## config.mk

```make
export PLATFORM = sky130hd
export DESIGN_NAME = ssa_top
export DESIGN_NICKNAME = d
export VERILOG_FILES = /design/src/inc/ssa_pkg.sv /design/src/logic/ssa_sync2.sv /design/src/logic/ssa_top.sv
export SDC_FILE = /design/constraint.sdc
export NUM_CORES = 1
export LEC_CHECK = 0
export BUFFER_PORTS_ARGS = -buffer_cell sky130_fd_sc_hd__buf_2
export CAP_MARGIN = 5
export CORE_ASPECT_RATIO = 0.5
export CORE_UTILIZATION = 45
export DETAILED_ROUTE_END_ITERATION = 8
export SYNTH_ARGS = -nofsm -noshare
export SYNTH_HDL_FRONTEND = slang
export SYNTH_SLANG_ARGS = --single-unit
```

## constraint.sdc

```tcl
create_clock -name ref_clk -period 3.6 [get_ports ref_clk]
set_input_delay 0.18 -clock ref_clk [delete_from_list [all_inputs] [get_ports ref_clk]]
set_output_delay 0.18 -clock ref_clk [all_outputs]
set_load 0.02 [all_outputs]
```

## src/inc/ssa_pkg.sv

```systemverilog
package ssa_pkg;

    // ----------------------------------------------------------------
    // Host port offsets
    // ----------------------------------------------------------------
    localparam logic [7:0] OFS_SELECT = 8'h00;
    localparam logic [7:0] OFS_INIT   = 8'h04;
    localparam logic [7:0] OFS_CLEAR  = 8'h08;
    localparam logic [7:0] OFS_FLAGS  = 8'h0C;
    localparam logic [7:0] OFS_DATA   = 8'h10;
    localparam logic [7:0] OFS_STATUS = 8'h14;
    localparam logic [7:0] OFS_MODE   = 8'h18;
    localparam logic [7:0] OFS_TX_SYN = 8'h1C;
    localparam logic [7:0] OFS_RX_SYN = 8'h20;
    localparam logic [7:0] OFS_MASK   = 8'h24;

    // ----------------------------------------------------------------
    // Field positions
    // ----------------------------------------------------------------
    localparam int FLG_DTR      = 0;
    localparam int FLG_RTS      = 1;
    localparam int FLG_BRK      = 2;
    localparam int MODE_LEN_LO  = 0;
    localparam int MODE_PAR_EN  = 2;
    localparam int MODE_PAR_ODD = 3;
    localparam int MODE_GATE    = 4;
    localparam int ST_RX_AVAIL  = 0;
    localparam int ST_TX_EMPTY  = 1;
    localparam int ST_ERR       = 2;
    localparam int ST_CD        = 3;
    localparam int ST_DSR       = 4;
    localparam int ST_CTS       = 5;
    localparam int ST_SELECTED  = 6;
    localparam int MASK_TX      = 1;
    localparam int MASK_RX      = 2;

    // ----------------------------------------------------------------
    // Reset values and fixed counts
    // ----------------------------------------------------------------
    localparam logic [7:0] SEL_ADDR_RST = 8'hF0;
    localparam logic [7:0] MODE_RST     = 8'h03;
    localparam logic [7:0] SYN_RST      = 8'h16;
    localparam logic [7:0] MASK_RST     = 8'h00;
    localparam logic [3:0] CHAR_MIN     = 4'h5;
    localparam logic [3:0] FRAME_MAX    = 4'h9;

    // Receiver states
    typedef enum logic {
        RX_HUNT = 1'b0,
        RX_DATA = 1'b1
    } ssa_rx_state_type;

endpackage

```

## src/logic/ssa_sync2.sv

```systemverilog
`timescale 1ns/1ns
module ssa_sync2 #(
    parameter int WIDTH = 5
) (
    // Clock and reset
    input  wire logic             ref_clk,
    input  wire logic             rst_b,
    // Pins in, synchronised out
    input  wire logic [WIDTH-1:0] async_in,
    output logic      [WIDTH-1:0] sync_out
);

    logic [WIDTH-1:0] meta;

    // Two flops per pin; the first is read by the second only
    always_ff @(posedge ref_clk or negedge rst_b) begin
        if (!rst_b) begin
            meta     <= '0;
            sync_out <= '0;
        end else begin
            meta     <= async_in;
            sync_out <= meta;
        end
    end

endmodule

```

## src/logic/ssa_top.sv

```systemverilog
`timescale 1ns/1ns
module ssa_top #(
    parameter logic [7:0] SEL_ADDR = ssa_pkg::SEL_ADDR_RST
) (
    // Clock and reset
    input  wire logic       ref_clk,
    input  wire logic       rst_b,
    // Host register port
    input  wire logic [7:0] reg_addr,
    input  wire logic [7:0] reg_wdata,
    input  wire logic       reg_wr,
    input  wire logic       reg_rd,
    output logic      [7:0] reg_rdata,
    // Serial line
    input  wire logic       bit_clk,
    input  wire logic       rxd,
    output logic            txd,
    // Modem handshake
    output logic            dtr,
    output logic            rts,
    output logic            brk,
    input  wire logic       cd,
    input  wire logic       dsr,
    input  wire logic       cts,
    // Request levels to the host
    output logic            rx_int_req,
    output logic            tx_int_req
);

    // ----------------------------------------------------------------
    // Pin synchronisation and bit clock edges
    // ----------------------------------------------------------------
    logic             bclk_s;
    logic             rxd_s;
    logic             cd_s;
    logic             dsr_s;
    logic             cts_s;
    logic             bclk_q;
    logic             bit_rise;
    logic             bit_fall;

    ssa_sync2 #(.WIDTH(5)) u_sync (
        .ref_clk  (ref_clk),
        .rst_b    (rst_b),
        .async_in ({bit_clk, rxd, cd, dsr, cts}),
        .sync_out ({bclk_s, rxd_s, cd_s, dsr_s, cts_s})
    );

    // Previous bit clock level for edge detection
    always_ff @(posedge ref_clk or negedge rst_b) begin
        if (!rst_b) begin
            bclk_q <= 1'b0;
        end else begin
            bclk_q <= bclk_s;
        end
    end

    assign bit_rise = bclk_s && !bclk_q;
    assign bit_fall = !bclk_s && bclk_q;

    // ----------------------------------------------------------------
    // Command decode
    // ----------------------------------------------------------------
    logic             selected;
    logic             wr_sel;
    logic             wr_init;
    logic             wr_clear;
    logic             wr_flags;
    logic             wr_data;
    logic             rd_data;
    logic             tx_empty;

    assign wr_sel   = reg_wr && (reg_addr == ssa_pkg::OFS_SELECT);
    assign wr_init  = reg_wr && (reg_addr == ssa_pkg::OFS_INIT);
    assign wr_clear = reg_wr && selected && (reg_addr == ssa_pkg::OFS_CLEAR);
    assign wr_flags = reg_wr && selected && (reg_addr == ssa_pkg::OFS_FLAGS);
    assign wr_data  = reg_wr && selected && tx_empty && (reg_addr == ssa_pkg::OFS_DATA);
    assign rd_data  = reg_rd && selected && (reg_addr == ssa_pkg::OFS_DATA);

    // Selection latch; a select for another device deselects us
    always_ff @(posedge ref_clk or negedge rst_b) begin
        if (!rst_b) begin
            selected <= 1'b0;
        end else if (wr_init) begin
            selected <= 1'b0;
        end else if (wr_sel) begin
            selected <= (reg_wdata == SEL_ADDR);
        end
    end

    // ----------------------------------------------------------------
    // Configuration
    // ----------------------------------------------------------------
    logic [7:0]       mode;
    logic [7:0]       tx_syn;
    logic [7:0]       rx_syn;
    logic [7:0]       int_mask;

    // Mode and SYN survive initialise so software need not reload them
    always_ff @(posedge ref_clk or negedge rst_b) begin
        if (!rst_b) begin
            mode   <= ssa_pkg::MODE_RST;
            tx_syn <= ssa_pkg::SYN_RST;
            rx_syn <= ssa_pkg::SYN_RST;
        end else if (reg_wr && selected) begin
            if (reg_addr == ssa_pkg::OFS_MODE) begin
                mode <= reg_wdata;
            end
            if (reg_addr == ssa_pkg::OFS_TX_SYN) begin
                tx_syn <= reg_wdata;
            end
            if (reg_addr == ssa_pkg::OFS_RX_SYN) begin
                rx_syn <= reg_wdata;
            end
        end
    end

    // Request mask, closed by initialise
    always_ff @(posedge ref_clk or negedge rst_b) begin
        if (!rst_b) begin
            int_mask <= ssa_pkg::MASK_RST;
        end else if (wr_init) begin
            int_mask <= ssa_pkg::MASK_RST;
        end else if (reg_wr && selected && reg_addr == ssa_pkg::OFS_MASK) begin
            int_mask <= reg_wdata;
        end
    end

    // Character geometry
    logic [1:0]       len_code;
    logic             par_en;
    logic [3:0]       data_bits;
    logic [3:0]       frame_bits;
    logic [7:0]       char_mask;

    assign len_code   = mode[ssa_pkg::MODE_LEN_LO +: 2];
    assign par_en     = mode[ssa_pkg::MODE_PAR_EN];
    assign data_bits  = ssa_pkg::CHAR_MIN + {2'b00, len_code};
    assign frame_bits = data_bits + {3'b000, par_en};
    assign char_mask  = 8'hFF >> (2'd3 - len_code);

    // Parity bit for a character: even makes the ones count even
    function automatic logic par_of(input logic [7:0] ch, input logic odd);
        par_of = (^ch) ^ odd;
    endfunction

    // ----------------------------------------------------------------
    // Modem control outputs
    // ----------------------------------------------------------------
    always_ff @(posedge ref_clk or negedge rst_b) begin
        if (!rst_b) begin
            dtr <= 1'b0;
            rts <= 1'b0;
            brk <= 1'b0;
        end else if (wr_init || wr_clear) begin
            dtr <= 1'b0;
            rts <= 1'b0;
            brk <= 1'b0;
        end else if (wr_flags) begin
            dtr <= reg_wdata[ssa_pkg::FLG_DTR];
            rts <= reg_wdata[ssa_pkg::FLG_RTS];
            brk <= reg_wdata[ssa_pkg::FLG_BRK];
        end
    end

    // ----------------------------------------------------------------
    // Transmitter
    // ----------------------------------------------------------------
    logic [7:0]       tx_hold;
    logic [8:0]       tx_shift;
    logic [3:0]       tx_left;
    logic             tx_data_fr;
    logic             tx_bit;
    logic             tx_pend;
    logic             tx_done;
    logic             idle_ok;
    logic [7:0]       tx_ch;
    logic [8:0]       tx_frame;

    assign tx_pend = !tx_empty && !tx_data_fr;
    // done when the last bit has had its full period
    assign tx_done = bit_fall && (tx_left == 4'h0) && tx_data_fr;
    assign idle_ok = !mode[ssa_pkg::MODE_GATE] || (rts && cts_s);

    // Next frame: data when pending, else idle SYN
    always_comb begin
        tx_ch    = (tx_pend ? tx_hold : tx_syn) & char_mask;
        tx_frame = {1'b0, tx_ch};
        if (par_en) begin
            tx_frame[data_bits] = par_of(tx_ch, mode[ssa_pkg::MODE_PAR_ODD]);
        end
    end

    // Holding register
    always_ff @(posedge ref_clk or negedge rst_b) begin
        if (!rst_b) begin
            tx_hold <= 8'h00;
        end else if (wr_data) begin
            tx_hold <= reg_wdata;
        end
    end

    // Transmitter-empty flag; writes are refused while clear, so no clash
    always_ff @(posedge ref_clk or negedge rst_b) begin
        if (!rst_b) begin
            tx_empty <= 1'b1;
        end else if (wr_init || tx_done) begin
            tx_empty <= 1'b1;
        end else if (wr_data) begin
            tx_empty <= 1'b0;
        end
    end

    // Shifter, advanced on the falling bit clock edge, LSB first
    always_ff @(posedge ref_clk or negedge rst_b) begin
        if (!rst_b) begin
            tx_shift   <= 9'h000;
            tx_left    <= 4'h0;
            tx_data_fr <= 1'b0;
            tx_bit     <= 1'b1;
        end else if (wr_init) begin
            tx_left    <= 4'h0;
            tx_data_fr <= 1'b0;
            tx_bit     <= 1'b1;
        end else if (bit_fall) begin
            if (tx_left != 4'h0) begin
                tx_bit   <= tx_shift[0];
                tx_shift <= {1'b0, tx_shift[8:1]};
                tx_left  <= tx_left - 4'h1;
            end else if (tx_pend || idle_ok) begin
                tx_bit     <= tx_frame[0];
                tx_shift   <= {1'b0, tx_frame[8:1]};
                tx_left    <= frame_bits - 4'h1;
                tx_data_fr <= tx_pend;
            end else begin
                tx_bit     <= 1'b1;
                tx_data_fr <= 1'b0;
            end
        end
    end

    // Break forces the line to space
    assign txd = tx_bit && !brk;

    // ----------------------------------------------------------------
    // Receiver
    // ----------------------------------------------------------------
    ssa_pkg::ssa_rx_state_type rx_state;
    logic [7:0]       rx_win;
    logic [7:0]       next_win;
    logic [8:0]       rx_sh;
    logic [8:0]       next_sh;
    logic [8:0]       rx_aligned;
    logic [3:0]       rx_cnt;
    logic             rx_done;
    logic             rx_pbad;
    logic [7:0]       rx_ch;
    logic [7:0]       rx_data;
    logic             rx_avail;
    logic             err;

    assign next_win   = {rxd_s, rx_win[7:1]};
    assign next_sh    = {rxd_s, rx_sh[8:1]};
    assign rx_aligned = next_sh >> (ssa_pkg::FRAME_MAX - frame_bits);
    assign rx_ch      = rx_aligned[7:0] & char_mask;
    assign rx_done    = bit_rise && (rx_state == ssa_pkg::RX_DATA)
                        && (rx_cnt == frame_bits - 4'h1);
    assign rx_pbad    = par_en
                        && (rx_aligned[data_bits] != par_of(rx_ch,
                                                            mode[ssa_pkg::MODE_PAR_ODD]));

    // Hunt window and character assembly on the rising bit clock edge
    always_ff @(posedge ref_clk or negedge rst_b) begin
        if (!rst_b) begin
            rx_state <= ssa_pkg::RX_HUNT;
            rx_win   <= 8'h00;
            rx_sh    <= 9'h000;
            rx_cnt   <= 4'h0;
        end else if (wr_init || wr_clear) begin
            rx_state <= ssa_pkg::RX_HUNT;
            rx_cnt   <= 4'h0;
        end else if (bit_rise) begin
            rx_win <= next_win;
            rx_sh  <= next_sh;
            unique case (rx_state)
                ssa_pkg::RX_HUNT: begin
                    if (next_win == rx_syn) begin
                        rx_state <= ssa_pkg::RX_DATA;
                        rx_cnt   <= 4'h0;
                    end
                end
                ssa_pkg::RX_DATA: begin
                    rx_cnt <= rx_done ? 4'h0 : rx_cnt + 4'h1;
                end
            endcase
        end
    end

    // Received character buffer
    always_ff @(posedge ref_clk or negedge rst_b) begin
        if (!rst_b) begin
            rx_data <= 8'h00;
        end else if (rx_done) begin
            rx_data <= rx_ch;
        end
    end

    // Receive-available: a new character wins over any clear
    always_ff @(posedge ref_clk or negedge rst_b) begin
        if (!rst_b) begin
            rx_avail <= 1'b0;
        end else if (rx_done) begin
            rx_avail <= 1'b1;
        end else if (wr_init || wr_clear || rd_data) begin
            rx_avail <= 1'b0;
        end
    end

    // Error flag: parity or overrun sets, good character or clear resets
    always_ff @(posedge ref_clk or negedge rst_b) begin
        if (!rst_b) begin
            err <= 1'b0;
        end else if (rx_done && (rx_avail || rx_pbad)) begin
            err <= 1'b1;
        end else if (wr_init || wr_clear) begin
            err <= 1'b0;
        end else if (rx_done) begin
            err <= 1'b0;
        end
    end

    // ----------------------------------------------------------------
    // Host requests and read port
    // ----------------------------------------------------------------
    logic [7:0]       status;

    assign rx_int_req = selected && int_mask[ssa_pkg::MASK_RX] && rx_avail;
    assign tx_int_req = selected && int_mask[ssa_pkg::MASK_TX] && tx_empty;

    always_comb begin
        status                       = 8'h00;
        status[ssa_pkg::ST_RX_AVAIL] = rx_avail;
        status[ssa_pkg::ST_TX_EMPTY] = tx_empty;
        status[ssa_pkg::ST_ERR]      = err;
        status[ssa_pkg::ST_CD]       = cd_s;
        status[ssa_pkg::ST_DSR]      = dsr_s;
        status[ssa_pkg::ST_CTS]      = cts_s;
        status[ssa_pkg::ST_SELECTED] = selected;
    end

    // Read data stands one cycle; deselected or unmapped reads give zero
    always_ff @(posedge ref_clk or negedge rst_b) begin
        if (!rst_b) begin
            reg_rdata <= 8'h00;
        end else if (reg_rd && selected) begin
            unique case (reg_addr)
                ssa_pkg::OFS_STATUS: reg_rdata <= status;
                ssa_pkg::OFS_DATA:   reg_rdata <= rx_data;
                ssa_pkg::OFS_FLAGS:  reg_rdata <= {5'h00, brk, rts, dtr};
                ssa_pkg::OFS_MODE:   reg_rdata <= mode;
                ssa_pkg::OFS_TX_SYN: reg_rdata <= tx_syn;
                ssa_pkg::OFS_RX_SYN: reg_rdata <= rx_syn;
                ssa_pkg::OFS_MASK:   reg_rdata <= int_mask;
                default:             reg_rdata <= 8'h00;
            endcase
        end else begin
            reg_rdata <= 8'h00;
        end
    end
endmodule

```

==> flow_metrics.env, run 1 <==
export IMPL_layout_drive_gt1_share_pct=23.4
export IMPL_fin_nets=629
export IMPL_synth_top_area_share_pct=40.7
export IMPL_holdCritPathClass="input pin to flip-flop"
export IMPL_clk_pin_slew_ns=0.08
export IMPL_grt_pass1_wl_um=23200
export IMPL_synthDistinctLibCells=70
export IMPL_synth_top_area_cell="dfrtp_1"
export IMPL_syn_nets=584
export IMPL_tns_ns=0
export IMPL_finClkSkew_ns=0.00799
export IMPL_drtPass1Iterations=5
export IMPL_grt_max_degree=68
export IMPL_rsz0062_at_grt="false"
export IMPL_power_internal_mw=2.00
export IMPL_hp_start="reg_wdata[6]"
export IMPL_grt_pass1_vias=4189
export IMPL_reg2reg_from="mode[0]"
export IMPL_cp_max_fo=10
export IMPL_clkLatencyLatePin_ns=0.35
export IMPL_grt_overflow=0
export IMPL_power_frac_seq_pct=48.7
export IMPL_arrival_ns=3.70
export IMPL_gp_congestion=0.914
export IMPL_wl_per_cell_um=18.7
export IMPL_syn2layout_area_growth_pct=13.6
export IMPL_ys_seq_elements=101
export IMPL_worstPathRequired_ns=3.89
export IMPL_core_area_um2=12000
export IMPL_netSwitchingPower_mw=0.938
export IMPL_dieArea_um2=12900
export IMPL_synth_top_family_by_area="simple AND/OR/NAND/NOR gates"
export IMPL_worst_slew_pin_slew_ns=0.853
export IMPL_num_antenna_cells=0
export IMPL_io_buffers=38
export IMPL_synth_compound_area_share_pct=14.6
export IMPL_dieHeight_um=80.9
export IMPL_yosys_warnings=0
export IMPL_final_util_pct=53.1
export IMPL_start_util_pct=46.8
export IMPL_async_reset_ff_share_pct=100
export IMPL_synth_most_common_cell="dfrtp_1"
export IMPL_cts_buffers_inserted=9
export IMPL_ant_nets=0
export IMPL_synth_area_top_cells="dfrtp_1 (41%), mux2_2 (9.4%), dfstp_2 (4.7%)"
export IMPL_fillers=1106
export IMPL_synthMuxAreaShare_pct=14.9
export IMPL_power_density_nw_per_um2=461
export IMPL_drv_cap=0
export IMPL_syn_inst=549
export IMPL_synthAdderAreaFrac_pct=2.37
export IMPL_synth_xor_area_share_pct=4.20
export IMPL_ios=39
export IMPL_path_class="flip-flop to flip-flop"
export IMPL_netSwitchingFraction_pct=31.9
export IMPL_period_share_pct=94.6
export IMPL_synth_edf_count=0
export IMPL_p_comb_share_pct=18.3
export IMPL_place_hpwl_um=10400
export IMPL_yosys_area_share_simple_pct=15.7
export IMPL_place_inst=742
export IMPL_power_frac_clock_pct=33.0
export IMPL_grt_antenna_before_repair=0
export IMPL_ys_seq_area_share_pct=45.3
export IMPL_first_iter_violations=462
export IMPL_syn_area_um2=5600
export IMPL_cts_tree="done"
export IMPL_endpoint_kind="flip-flop"
export IMPL_ctsLongestPathBuffers=2
export IMPL_numClockSinks=101
export IMPL_p_leak_nw=2.82
export IMPL_max_slew_margin_pct=43.1
export IMPL_synthFlopType="dfrtp_1"
export IMPL_max_freq_ghz=0.294
export IMPL_synth_commonest_cells="dfrtp_1 (91), nand2_1 (57), mux2_2 (47)"
export IMPL_fin_crit_ns=3.41
export IMPL_root_buffer="clkbuf_16"
export IMPL_ff2ff_setup_slack_ns=0.19
export IMPL_slew_viol_final=0
export IMPL_die_w_um=160
export IMPL_grt_usage_pct=23.7
export IMPL_postCtsSetupBuffers=0
export IMPL_drc=0
export IMPL_avgSynthCellArea_um2=10.2
export IMPL_ir_drop_v=0.000219
export IMPL_fin_cells=764
export IMPL_num_vias=4420
export IMPL_cts_max_level=3
export IMPL_hold_viol=0
export IMPL_totalWireLength_um=14300
export IMPL_rows=28
export IMPL_setup_violations=0
export IMPL_crit_path_start="mode[0]"
export IMPL_status="finished clean"
export IMPL_via_per_inst=5.79
export IMPL_critPathLaunchType="flip-flop"
-- power groups by stage --
stage / clock (mW) / combinational [mW] / sequential (mW)
floorplan: 0 / 0.448 / 1.35
global placement: 0 / 0.524 / 1.44
finish: 0.969 / 0.538 / 1.43
detailed placement: 0 / 0.530 / 1.44
CTS: 0.987 / 0.536 / 1.42
global route: 1.03 / 0.608 / 1.45
-- registers in the layout, summed over array words and instances (netlist names), 4 cells and up --
name	flops
int_mask	8
mode	8
reg_rdata	8
rx_data	8
rx_syn	8
rx_win	8
tx_hold	8
tx_shift	8
tx_syn	8
u_sync.meta	5
u_sync.sync_out	5
rx_cnt	4
tx_left	4
-- critical path, cell delays in order, from the launching register on --
cell      delay (ns)
dfstp_2         0.54
inv_1           0.08
ha_1            0.20
inv_1           0.07
fa_2            0.53
nand2b_1        0.29
o22a_1          0.28
a211o_1         0.29
a211o_1         0.31
and3_4          0.18
or4b_1          0.49
nand3_1         0.09
-- final timing paths --
check	endpoint	cells past startpoint
worst max-delay path	err	11
max in group asynchronous	rx_syn[2]	3
min in group asynchronous	int_mask[3]	2
worst min-delay path	selected	3
worst min register to register	u_sync.sync_out[2]	0
worst max register to register	err	11
-- kinds of logic after synthesis --
logic type               count (synthesis)
XOR/XNOR                                26
adder cells (fa/ha/maj)                 10
multiplexers                            74
flip-flops                             101
buffers and inverters                   39
AO/OA/AOI/OAI                          126
AND/OR/NAND/NOR                        173
-- cell type report --
type	count	area [um2]	share of cell area [%]
Clock buffer	9	225	3.54
Clock inverter	7	65.1	1.02
Inverter	11	41.3	0.649
Multi-Input combinational cell	409	2900	45.6
Sequential cell	101	2540	39.9
Tap cell	165	206	3.24
Timing Repair Buffer	62	388	6.09
-- placed cells by master (no fill, tap or decap), drive strengths merged, types with 11 or more instances in the layout --
cell	count
a21oi	35
buf	56
dfrtp	91
inv	16
mux2	51
mux2i	21
nand2	57
nand3	11
nor2	38
nor3	11
o21ai	33
xnor2	22
-- stage by stage --
step | instance area (um2) | power, mW | worst slack (ns) | hold WS (ns)
floorplan | 5600 | 1.80 | 0.225 | -0.116
global placement | 6010 | 1.97 | 0.246 | 0.288
detailed placement | 6010 | 1.97 | 0.158 | 0.289
CTS | 6360 | 2.95 | 0.146 | 0.122
global route | 6370 | 3.09 | 0.0351 | 0.142
finish | 6370 | 2.94 | 0.194 | 0.135
-- timing repair --
| action | in CTS | in global routing |
|---|---|---|
| gates resized for setup | 0 | 1 |
| hold buffers | 6 | 0 |
| endpoints found under the hold margin | 64 | 0 |
| endpoints found under the setup margin | 0 | 1 |
-- per-layer routing --
| layer | global-route usage [%] | vias up | wire length, um |
|---|---|---|---|
| li1 | - | 2078 | - |
| met1 | 36.2 | 2200 | 7300 |
| met2 | 34.3 | 132 | 5950 |
| met3 | 4.70 | 10 | 928 |
| met4 | 5.24 | 0 | 98 |
| met5 | 0 | - | 0 |
Power figures use the tool's default switching activity.
==> run 2, diff against run 1 <==
clock period = 3.8 ns   (was 3.6 ns; I/O delays follow)
==> flow_metrics.env, run 2 (synthesis gave the netlist of run 1 again) <==
export IMPL_status="finished clean"
export IMPL_max_slew_margin_pct=46.8
export IMPL_dieHeight_um=80.9
export IMPL_crit_buf_inv=2
export IMPL_num_antenna_cells=0
export IMPL_critical_path_top_delay_family="simple AND/OR/NAND/NOR gates"
export IMPL_hold_viol=0
export IMPL_rsz0062_at_grt="false"
export IMPL_fin_nets=623
export IMPL_post_cts_resized=0
export IMPL_gp_congestion=0.900
export IMPL_p_leak_nw=2.79
export IMPL_critPathLaunchType="flip-flop"
export IMPL_reg2reg_from="mode[1]"
export IMPL_numClockSinks=101
export IMPL_drc=0
export IMPL_fillers=1125
export IMPL_worst_slew_pin_slew_ns=0.790
export IMPL_hold_end="int_mask[7]"
export IMPL_via_per_inst=5.78
export IMPL_most_common_layout_cells="dfrtp_1 (91), nand2_1 (57), mux2_2 (47), nor2_1 (38), buf_2 (37)"
export IMPL_holdCritPathClass="input pin to flip-flop"
export IMPL_clk_pin_slew_ns=0.07
export IMPL_start_util_pct=46.8
export IMPL_die_w_um=160
export IMPL_io_buffers=38
export IMPL_drtPass1Iterations=7
export IMPL_first_iter_violations=363
export IMPL_critical_path_max_stage_delay_ns=0.76
export IMPL_ios=39
export IMPL_mostFrequentLayoutCell="dfrtp_1"
export IMPL_grt_pass1_wl_um=23200
export IMPL_slew_viol_final=0
export IMPL_drv_cap=0
export IMPL_postCtsSetupBuffers=0
export IMPL_grt_usage_pct=23.7
export IMPL_power_density_nw_per_um2=437
export IMPL_max_freq_ghz=0.279
export IMPL_worstPathCellList="inv_1 > fa_1 > buf_4 > nor4bb_1 > a31oi_1 > a211oi_1 > o211ai_1 > and3_4 > or4b_1 > nand3_1"
export IMPL_place_hpwl_um=10500
export IMPL_setup_violations=0
export IMPL_grt_antenna_before_repair=0
export IMPL_cts_tree="done"
export IMPL_cts_buffers_inserted=9
export IMPL_cpMaxStageDelayCell="fa_1"
export IMPL_ff2ff_setup_slack_ns=0.22
export IMPL_finClkSkew_ns=0.0107
export IMPL_hp_start="reg_wdata[7]"
export IMPL_core_area_um2=12000
export IMPL_num_vias=4379
export IMPL_clkLatencyLatePin_ns=0.35
export IMPL_endpoint_kind="flip-flop"
export IMPL_arrival_ns=3.86
export IMPL_period_share_pct=94.2
export IMPL_path_class="flip-flop to flip-flop"
export IMPL_cts_max_level=3
export IMPL_ir_drop_v=0.000234
export IMPL_tns_ns=0
export IMPL_grt_max_degree=61
export IMPL_syn2layout_area_growth_pct=12.6
export IMPL_r2r_end="err"
export IMPL_grt_overflow=0
export IMPL_layout_drive_gt1_share_pct=22.3
export IMPL_totalWireLength_um=14400
export IMPL_root_buffer="clkbuf_16"
export IMPL_grt_pass1_vias=4123
export IMPL_cts_hold_buf=6
export IMPL_rows=28
export IMPL_ctsLongestPathBuffers=2
export IMPL_dieArea_um2=12900
export IMPL_power_mw=2.76
export IMPL_wl_per_cell_um=19.0
export IMPL_cp_max_fo=11
export IMPL_fin_crit_ns=3.58
export IMPL_hold_depth=3
export IMPL_worstPathRequired_ns=4.08
export IMPL_reg2reg_depth=10
export IMPL_ant_nets=0
-- run 2: cell types whose count changed in the layout (fill, tap and decap cells not counted), sizes merged --
cell / delta
clkbuf: +1
buf: -6
clkinv: -1
-- run 2: cell type report --
type	count	area [um2]	area share, %
multi-input combinational	409	2900	45.9
inverter	11	41.3	0.654
tap	165	206	3.27
clock inverter	6	52.6	0.833
sequential	101	2540	40.3
clock buffer	10	229	3.63
timing repair buffer	56	343	5.43
-- run 2: worst register-to-register path: cells and delay by family, from the launching register on --
family / cells / cell delay (ns)
adder cells (fa/ha/maj): 1 / 0.76
buffers and inverters: 2 / 0.41
AND/OR/NAND/NOR: 4 / 1.04
flip-flops: 1 / 0.62
AO/OA/AOI/OAI: 3 / 0.68
-- run 2: worst max path at each step --
stage,to,start,slack [ns],cells past startpoint
2_1_floorplan,err,mode[0],0.43,12
3_3_place_gp,err,mode[0],0.36,11
3_5_place_dp,err,mode[1],0.27,10
4_1_cts,err,mode[1],0.24,10
5_1_grt,err,mode[1],0.02,10
6_report,err,mode[1],0.22,10
-- run 2: report_power, final --
group          switching (mW)  internal (mW)
clock                   0.436          0.458
combinational           0.270          0.241
sequential              0.166           1.19
total                   0.871           1.89
-- run 2: metrics by stage --
step	hold slack (ns)	setup slack [ns]	util [%]	instances	cell area, um2
5_1_grt	0.168	0.0244	52.7	758	6310
2_1_floorplan	-0.106	0.425	-	549	5600
4_1_cts	0.126	0.240	52.7	758	6310
3_5_place_dp	0.296	0.267	49.8	736	5970
3_3_place_gp	0.290	0.362	49.8	736	5970
6_report	0.137	0.221	52.7	758	6310
-- run 2: layer usage --
metal,up-vias,GRT usage (%),wire [um]
li1,2073,-,-
met1,2157,35.4,7200
met2,139,35.2,6120
met3,10,4.90,955
met4,0,5.52,108
met5,-,0,0
